## src/core/psf_pkg.sv

```systemverilog
// constants shared by the processor status flag block
package psf_pkg;

  // register byte offsets on the apb slave
  localparam int unsigned ADDR_W      = 12;
  localparam logic [11:0] OFS_FLAGS   = 12'h000;
  localparam logic [11:0] OFS_STATUS  = 12'h004;
  localparam logic [11:0] OFS_INT_EN  = 12'h008;
  localparam logic [11:0] OFS_INT_CLR = 12'h00C;

  // bit positions inside processor_flags
  localparam int unsigned BIT_CARRY  = 0;
  localparam int unsigned BIT_RSV1   = 1;
  localparam int unsigned BIT_PARITY = 2;
  localparam int unsigned BIT_RSV3   = 3;
  localparam int unsigned BIT_AUX    = 4;
  localparam int unsigned BIT_RSV5   = 5;
  localparam int unsigned BIT_ZERO   = 6;
  localparam int unsigned BIT_SIGN   = 7;
  localparam int unsigned BIT_TRAP   = 8;
  localparam int unsigned BIT_IF     = 9;

  // reset value, writable bits and the fixed-one bit of processor_flags
  localparam logic [31:0] FLAGS_RESET     = 32'h0000_0002;
  localparam logic [31:0] FLAGS_WR_MASK   = 32'h0000_03D5;
  localparam logic [31:0] FLAGS_FIXED_ONE = 32'h0000_0002;

  // event bits shared by status, enable and clear registers
  localparam int unsigned EV_INT  = 0;
  localparam int unsigned EV_STEP = 1;
  localparam int unsigned EV_W    = 2;
  localparam logic [1:0]  EV_RESET = 2'h0;

  // nibble boundary watched by the auxiliary carry
  localparam int unsigned AUX_BIT = 4;

endpackage

```

## src/core/psf_top.sv

```systemverilog
// processor status flags (low ten bits) with apb access and event interrupt
// How it works
// - interrupt flag set lets maskable requests be accepted; clear blocks them
// - trap flag set raises single-step trap after the next instruction completes
// - taking the single-step trap clears the trap flag
// - sign flag takes the result's top bit
// - zero flag set exactly when the result is zero
// - auxiliary carry flag records carry or borrow across bit 3
// - parity flag set when low result byte has even number of ones
// - carry flag records carry or borrow out of the top result bit
// - reserved bit 1 always reads one, whatever is written
//
// Added by the designer: the placing of the registers and the APB register port.
`timescale 1ns/1ps
module psf_top #(
  parameter int unsigned DATA_W = 32
) (
  // clock and reset
  input  wire logic                            MCLK_I,
  input  wire logic                            RST_B_I,
  // apb slave
  input  wire logic                            PSEL_I,
  input  wire logic                            PENABLE_I,
  input  wire logic                            PWRITE_I,
  input  wire logic [psf_pkg::ADDR_W-1:0]      PADDR_I,
  input  wire logic [31:0]                     PWDATA_I,
  input  wire logic [3:0]                      PSTRB_I,
  output logic      [31:0]                     PRDATA_O,
  output logic                                 PREADY_O,
  output logic                                 PSLVERR_O,
  // execution datapath
  input  wire logic                            ALU_VALID_I,
  input  wire logic                            ALU_SUB_I,
  input  wire logic [DATA_W-1:0]               ALU_OP_A_I,
  input  wire logic [DATA_W-1:0]               ALU_OP_B_I,
  output logic      [DATA_W-1:0]               ALU_RESULT_O,
  // instruction boundary and interrupt acceptance
  input  wire logic                            INSN_DONE_I,
  input  wire logic                            MASKABLE_INTERRUPT_REQUEST_I,
  output logic                                 INT_ACCEPT_O,
  output logic                                 STEP_TRAP_O,
  // flag view and event interrupt
  output logic      [31:0]                     FLAGS_O,
  output logic                                 IRQ_O
);

  // flag flip-flops
  logic              if_q;
  logic              trap_q;
  logic              sign_q;
  logic              zero_q;
  logic              aux_q;
  logic              parity_q;
  logic              carry_q;
  // event registers
  logic [1:0]        status_q;
  logic [1:0]        int_en_q;
  logic [1:0]        ev_set;
  logic [1:0]        ev_clr;
  // bus helpers
  logic              setup;
  logic              access;
  logic              wr_flags;
  logic              wr_en;
  logic              wr_clr;
  logic              mapped;
  logic [31:0]       flags_view;
  logic [31:0]       rd_mux;
  // boundary decisions
  logic              step_fire;
  logic              int_fire;
  // datapath results
  logic [DATA_W-1:0] c_result;
  logic              c_sign;
  logic              c_zero;
  logic              c_aux;
  logic              c_parity;
  logic              c_carry;

  // shared adder and flag logic
  psf_flag_calc #(
    .W (DATA_W)
  ) u_calc (
    .op_a_i   (ALU_OP_A_I),
    .op_b_i   (ALU_OP_B_I),
    .sub_i    (ALU_SUB_I),
    .result_o (c_result),
    .sign_o   (c_sign),
    .zero_o   (c_zero),
    .aux_o    (c_aux),
    .parity_o (c_parity),
    .carry_o  (c_carry)
  );

  // apb phase decode; the access phase always lasts exactly one cycle
  assign setup    = PSEL_I & ~PENABLE_I;
  assign access   = PSEL_I & PENABLE_I & PREADY_O;
  assign mapped   = (PADDR_I == psf_pkg::OFS_FLAGS) | (PADDR_I == psf_pkg::OFS_STATUS) |
                    (PADDR_I == psf_pkg::OFS_INT_EN) | (PADDR_I == psf_pkg::OFS_INT_CLR);
  assign wr_flags = access & PWRITE_I & (PADDR_I == psf_pkg::OFS_FLAGS);
  assign wr_en    = access & PWRITE_I & (PADDR_I == psf_pkg::OFS_INT_EN) & PSTRB_I[0];
  assign wr_clr   = access & PWRITE_I & (PADDR_I == psf_pkg::OFS_INT_CLR) & PSTRB_I[0];

  // reserved positions are constants, never flip-flops
  always_comb begin
    flags_view                    = psf_pkg::FLAGS_RESET & ~psf_pkg::FLAGS_WR_MASK;
    flags_view[psf_pkg::BIT_RSV1] = 1'b1;
    flags_view[psf_pkg::BIT_RSV3] = 1'b0;
    flags_view[psf_pkg::BIT_RSV5] = 1'b0;
    flags_view[psf_pkg::BIT_CARRY]  = carry_q;
    flags_view[psf_pkg::BIT_PARITY] = parity_q;
    flags_view[psf_pkg::BIT_AUX]    = aux_q;
    flags_view[psf_pkg::BIT_ZERO]   = zero_q;
    flags_view[psf_pkg::BIT_SIGN]   = sign_q;
    flags_view[psf_pkg::BIT_TRAP]   = trap_q;
    flags_view[psf_pkg::BIT_IF]   = if_q;
  end

  // read mux; write-only clear register reads zero
  always_comb begin
    rd_mux = 32'h0000_0000;
    case (PADDR_I)
      psf_pkg::OFS_FLAGS:  rd_mux = flags_view;
      psf_pkg::OFS_STATUS: rd_mux = {30'h0000_0000, status_q};
      psf_pkg::OFS_INT_EN: rd_mux = {30'h0000_0000, int_en_q};
      default:             rd_mux = 32'h0000_0000;
    endcase
  end

  // apb answer: data and error latched in setup, pready high in the access cycle
  always_ff @(posedge MCLK_I) begin
    if (!RST_B_I) begin
      PREADY_O  <= 1'b0;
      PRDATA_O  <= 32'h0000_0000;
      PSLVERR_O <= 1'b0;
    end else begin
      PREADY_O  <= setup;
      PRDATA_O  <= (setup & ~PWRITE_I) ? rd_mux : 32'h0000_0000;
      PSLVERR_O <= setup & ~mapped;
    end
  end

  // trap outranks an external request at the same boundary
  assign step_fire = INSN_DONE_I & trap_q;
  assign int_fire  = INSN_DONE_I & if_q & MASKABLE_INTERRUPT_REQUEST_I & ~trap_q;

  // boundary outputs are one-cycle pulses
  always_ff @(posedge MCLK_I) begin
    if (!RST_B_I) begin
      INT_ACCEPT_O <= 1'b0;
      STEP_TRAP_O  <= 1'b0;
    end else begin
      INT_ACCEPT_O <= int_fire;
      STEP_TRAP_O  <= step_fire;
    end
  end

  // control flags; a write in the trap cycle wins so software keeps the last word
  always_ff @(posedge MCLK_I) begin
    if (!RST_B_I) begin
      if_q <= psf_pkg::FLAGS_RESET[psf_pkg::BIT_IF];
      trap_q <= psf_pkg::FLAGS_RESET[psf_pkg::BIT_TRAP];
    end else if (wr_flags && PSTRB_I[1]) begin
      if_q   <= PWDATA_I[psf_pkg::BIT_IF];
      trap_q <= PWDATA_I[psf_pkg::BIT_TRAP];
    end else if (step_fire) begin
      trap_q <= 1'b0;
    end
  end

  // arithmetic flags; a software write takes priority over a datapath update
  always_ff @(posedge MCLK_I) begin
    if (!RST_B_I) begin
      sign_q   <= psf_pkg::FLAGS_RESET[psf_pkg::BIT_SIGN];
      zero_q   <= psf_pkg::FLAGS_RESET[psf_pkg::BIT_ZERO];
      aux_q    <= psf_pkg::FLAGS_RESET[psf_pkg::BIT_AUX];
      parity_q <= psf_pkg::FLAGS_RESET[psf_pkg::BIT_PARITY];
      carry_q  <= psf_pkg::FLAGS_RESET[psf_pkg::BIT_CARRY];
    end else if (wr_flags && PSTRB_I[0]) begin
      sign_q   <= PWDATA_I[psf_pkg::BIT_SIGN];
      zero_q   <= PWDATA_I[psf_pkg::BIT_ZERO];
      aux_q    <= PWDATA_I[psf_pkg::BIT_AUX];
      parity_q <= PWDATA_I[psf_pkg::BIT_PARITY];
      carry_q  <= PWDATA_I[psf_pkg::BIT_CARRY];
    end else if (ALU_VALID_I) begin
      sign_q   <= c_sign;
      zero_q   <= c_zero;
      aux_q    <= c_aux;
      parity_q <= c_parity;
      carry_q  <= c_carry;
    end
  end

  // result register for the datapath
  always_ff @(posedge MCLK_I) begin
    if (!RST_B_I) begin
      ALU_RESULT_O <= '0;
    end else if (ALU_VALID_I) begin
      ALU_RESULT_O <= c_result;
    end
  end

  // registered flag view keeps the output straight from a flop
  always_ff @(posedge MCLK_I) begin
    if (!RST_B_I) begin
      FLAGS_O <= psf_pkg::FLAGS_RESET;
    end else begin
      FLAGS_O <= flags_view;
    end
  end

  // sticky events: a set in the clear cycle survives
  assign ev_set[psf_pkg::EV_INT]  = int_fire;
  assign ev_set[psf_pkg::EV_STEP] = step_fire;
  assign ev_clr = wr_clr ? PWDATA_I[psf_pkg::EV_W-1:0] : 2'h0;

  always_ff @(posedge MCLK_I) begin
    if (!RST_B_I) begin
      status_q <= psf_pkg::EV_RESET;
    end else begin
      status_q <= (status_q & ~ev_clr) | ev_set;
    end
  end

  // interrupt enable mask
  always_ff @(posedge MCLK_I) begin
    if (!RST_B_I) begin
      int_en_q <= psf_pkg::EV_RESET;
    end else if (wr_en) begin
      int_en_q <= PWDATA_I[psf_pkg::EV_W-1:0];
    end
  end

  // level interrupt; one cycle behind the status bit
  always_ff @(posedge MCLK_I) begin
    if (!RST_B_I) begin
      IRQ_O <= 1'b0;
    end else begin
      IRQ_O <= |(status_q & int_en_q);
    end
  end
endmodule

```

## src/core/psf_flag_calc.sv

```systemverilog
// adder/subtractor and arithmetic flag generation for the status flag block
`timescale 1ns/1ps
module psf_flag_calc #(
  parameter int unsigned W = 32
) (
  // operands
  input  wire logic [W-1:0] op_a_i,
  input  wire logic [W-1:0] op_b_i,
  input  wire logic         sub_i,
  // result and flags
  output logic      [W-1:0] result_o,
  output logic              sign_o,
  output logic              zero_o,
  output logic              aux_o,
  output logic              parity_o,
  output logic              carry_o
);

  logic [W:0] wide;

  // one adder serves both ops; subtraction adds the inverted operand plus one
  always_comb begin
    if (sub_i) begin
      wide = {1'b0, op_a_i} + {1'b0, ~op_b_i} + {{W{1'b0}}, 1'b1};
    end else begin
      wide = {1'b0, op_a_i} + {1'b0, op_b_i};
    end
  end

  assign result_o = wide[W-1:0];

  // sign is the top result bit
  assign sign_o = wide[W-1];
  assign zero_o = (wide[W-1:0] == '0);
  // carry into bit 4 is both add carry and subtract borrow, operands xor result
  assign aux_o = op_a_i[psf_pkg::AUX_BIT] ^ op_b_i[psf_pkg::AUX_BIT] ^ wide[psf_pkg::AUX_BIT];
  // even count of ones in the low byte
  assign parity_o = ~^wide[7:0];
  // inverted adder carry is the borrow when subtracting
  assign carry_o = wide[W] ^ sub_i;

endmodule

```

## config.mk

```make
export PLATFORM = sky130hd
export DESIGN_NAME = psf_top
export DESIGN_NICKNAME = d
export VERILOG_FILES = /design/src/core/psf_pkg.sv /design/src/core/psf_top.sv /design/src/core/psf_flag_calc.sv
export SDC_FILE = /design/constraint.sdc
export NUM_CORES = 1
export LEC_CHECK = 0
export ABC_CLOCK_PERIOD_IN_PS = 12700
export BUFFER_PORTS_ARGS = -buffer_cell sky130_fd_sc_hd__buf_2
export CAP_MARGIN = 15
export CELL_PAD_IN_SITES_DETAIL_PLACEMENT = 1
export CELL_PAD_IN_SITES_GLOBAL_PLACEMENT = 1
export CORE_MARGIN = 1.5
export CORE_UTILIZATION = 40
export DETAILED_ROUTE_END_ITERATION = 16
export PLACE_DENSITY = 0.95
export SYNTH_ARGS = -nofsm -noshare
export SYNTH_HDL_FRONTEND = slang
export SYNTH_HIERARCHICAL = 1
export SYNTH_SLANG_ARGS = --single-unit
```

## constraint.sdc

```tcl
create_clock -name MCLK_I -period 12.7 [get_ports MCLK_I]
set_input_delay 2.54 -clock MCLK_I [delete_from_list [all_inputs] [get_ports MCLK_I]]
set_output_delay 2.54 -clock MCLK_I [all_outputs]
set_load 0.1 [all_outputs]
```

==> results_dict.tcl <==
set metrics [dict create \
    place.port_buffers 146 \
    max_freq_ghz 0.1533 \
    rows 47 \
    path_clk_slew_ns 0.06 \
    gr-usage-met2_pct 44.50 \
    area_growth_pct 14.89 \
    ioPinCount 222 \
    synth_seq_cells 63 \
    clockRootBuffer "clkbuf_16" \
    postLayoutCoreUtil_pct 46.67 \
    numCtsBuffers 9 \
    crit_path_cell_trace "buf_2 > inv_1 > ha_1 > inv_1 > fa_1 > a211oi_1 > nor2_1 > o21a_1 > o21ai_0 > o41ai_1 > xnor2_1 > ha_1 > nand4_1 > nor2_1 > or4b_1 > nor4_2 > nand4_1 > nor4_2 > mux2i_1 > o21ai_1 > o311a_1" \
    vias 6723 \
    r2r-start "PREADY_O" \
    crit_fanout 3 \
    drc 0 \
    layoutNonFillerInstCount 1203 \
    yosys_warnings 6 \
    n_antenna_cell 0 \
    dieWidth_um 132.3 \
    setup_tns_ns 0 \
    cp_top_family "simple AND/OR/NAND/NOR gates" \
    ys_seq_area_share_pct 18.86 \
    fin_ws_ns 6.176 \
    cts-resized-gates 0 \
    pre_cts_ws_ns 5.979 \
    start_util_pct 40.62 \
    register_area_um2 1261 \
    grt.total_usage_pct 24.42 \
    hold_path.class "register to register" \
    synth_edf_count 0 \
    worst_path_max_delay_cell "a211oi_1" \
    cts_tree "built" \
    gp_congestion 0.9329 \
    grt_pass1_wl_mm 34.90 \
    slew_headroom_pct 22.56 \
    fillCellCount 2123 \
    drt-wirelength-per-cell_um 18.13 \
    grt.overflow.total 0 \
    skew_ns 0.003037 \
    finalNetCount 1170 \
    min_period_over_period_pct 51.37 \
    ys.flop_type "dfxtp_1" \
    htreeDepth 3 \
    power_leakage_nw 3.649 \
    synth_cell_type_count 73 \
    critPathMaxStageDelay_ns 0.49 \
    maxCapViolCount 0 \
    ctsHoldBuffers 0 \
    worstMarginPinSlew_ns 1.162 \
    dr.pass1.iters 6 \
    dp.cells 1187 \
    syn_inst 866 \
    rrSetupSlack_ns 11.24 \
    grt_max_degree 58 \
    multi_input_area_um2 4771 \
    finalPower_w 0.0009857 \
    clock_latency_ns 0.33 \
    clock_sinks 63 \
    switching_share_pct 45.74 \
    use_met1_pct 29.83 \
    worstPathRequired_ns 12.97 \
    met3_usage_pct 3.691 \
    crit_start "ALU_OP_A_I[0]" \
    clockBufferDepth 2 \
    postCtsSetupBuffers 0 \
    clkPwrFrac_pct 29.9 \
    r2r-end "int_en_q[1]" \
    switching_power_w 0.0004509 \
    reg2reg_depth 4 \
    hold_viol 0 \
    die_height_um 132.3 \
    arrival_ns 6.80 \
    crit_path_end "zero_q" \
    drive_gt1_share_pct 18.92 \
    min_period_ns 6.524 \
    drtIter0Drc 430 \
    power.share.sequential_pct 22.7 \
    dpl.hpwl_mm 17.55 \
    wl_mm 21.81 \
    antenna_found_initial 0 \
    grt_pass1_vias 6897 \
    critPathLaunchType "input pin" \
    powerDensity_nw_per_um2 128.3 \
    syn_avg_cell_area_um2 7.724 \
    path_depth 21 \
    dieArea_um2 17510 \
    combPwrFrac_pct 47.4 \
    ant_nets 0 \
    drv_slew 0 \
    cp_num_buf_inv 3 \
    ys_async_sr_fraction_pct 0 \
    end_kind "register" \
    p_int_w 0.0005349 \
    worstSetupPathType "input pin to register" \
    rsz0062_at_grt "false" \
    status "completed" \
    grt_busiest_layer "met2" \
    avgViaCountPerCell 5.589 \
    finalSetupViolCount 0 \
    ir_drop_mv 0.07598 \
    syn_area_um2 6689 \
    core-area_um2 16470 \
]
==> layout make-up <==
cell class              instances  area share [%]
clock buffers                  10           3.110
well taps                     220           3.582
multi-input cells             682           62.08
clock inverters                 6           1.498
flip-flops and latches         63           16.41
repair buffers                148           9.704
inverters                      74           3.614
==> through the flow <==
| step | hold slack [ns] | area [um^2] |
|---|---|---|
| after floorplan | 0.4208 | 6865 |
| after global placement | 0.4380 | 7331 |
| after detailed placement | 0.4457 | 7331 |
| after CTS | 0.4612 | 7685 |
| after global routing | 0.5005 | 7685 |
| final | 0.4546 | 7685 |
==> how the worst min path moves through the flow <==
stage	startpoint	end	slack, ns	cells past startpoint
after floorplan	trap_q	INT_ACCEPT_O	0.42	1
after CTS	if_q	PRDATA_O[9]	0.46	1
final	if_q	PRDATA_O[9]	0.45	1
after global placement	if_q	PRDATA_O[9]	0.44	1
after global routing	if_q	PRDATA_O[9]	0.50	1
after detailed placement	if_q	PRDATA_O[9]	0.45	1
==> power by group through the flow <==
stage          combinational [W]  clock [W]  sequential [W]
2_1_floorplan           0.000274          0        0.000326
6_report                0.000468   0.000294        0.000224
3_5_place_dp            0.000462          0        0.000228
5_1_grt                 0.000496   0.000308        0.000225
4_1_cts                 0.000464   0.000299        0.000224
3_3_place_gp            0.000449          0        0.000226
==> state kept, by name, indices dropped and copies added, names as in the netlist <==
signal and flops:
ALU_RESULT_O 32, carry_q 1, int_en_q 2, if_q 1, FLAGS_O 7, STEP_TRAP_O 1, PRDATA_O 8, parity_q 1
sign_q 1, IRQ_O 1, PSLVERR_O 1, PREADY_O 1, trap_q 1, INT_ACCEPT_O 1, status_q 2, aux_q 1
zero_q 1
==> cell usage after synthesis, types with 16 or more instances <==
master / n / share of area [%]
nand2_1: 36 / 2.0
nor2b_1: 39 / 3.6
nor2_1: 52 / 2.9
mux2i_1: 41 / 6.1
o31ai_1: 16 / 1.8
nor3_1: 16 / 1.2
dfxtp_1: 63 / 19
clkbuf_1: 34 / 1.9
a21oi_1: 81 / 6.1
inv_1: 73 / 4.1
ha_1: 69 / 13
buf_4: 50 / 5.6
o21ai_0: 32 / 2.4
xnor2_1: 28 / 3.7
==> placed cells by master (no fill, tap or decap), drive strengths merged, types with 6 or more instances in the layout <==
master / n
conb: 49
xnor2: 28
o21ai: 38
a21oi: 81
nand4: 13
and2: 15
a21o: 10
buf: 148
o311a: 7
ha: 69
or3: 12
a31oi: 6
nor4: 14
o211ai: 8
o21a: 10
nor2: 52
o31ai: 16
dfxtp: 63
nand2: 36
and3: 6
nor2b: 39
a22oi: 6
nor3: 17
clkbuf: 10
mux2i: 42
inv: 76
nand2b: 8
o21bai: 10
nand3: 13
a211oi: 12
o22ai: 6
==> logic make-up after synthesis <==
| kind of cell | Yosys count | synth area share (%) |
|---|---|---|
| buffers and inverters | 168 | 12.46 |
| and+or+nand+nor | 244 | 20.41 |
| xor gates and xnor gates | 31 | 4.059 |
| DFF | 63 | 18.86 |
| other | 2 | 0.1123 |
| adders and majority gates | 71 | 13.51 |
| AOI/OAI and AO/OA | 244 | 23.96 |
| muxes | 43 | 6.640 |
==> metal layers <==
| metal | part of all wire (%) | vias up |
|---|---|---|
| li1 | - | 3202 |
| met1 | 42 | 3262 |
| met2 | 50 | 225 |
| met3 | 5.2 | 34 |
| met4 | 2.1 | 0 |
| met5 | 0 | - |
No activity file was read; power rests on OpenSTA's default activity.
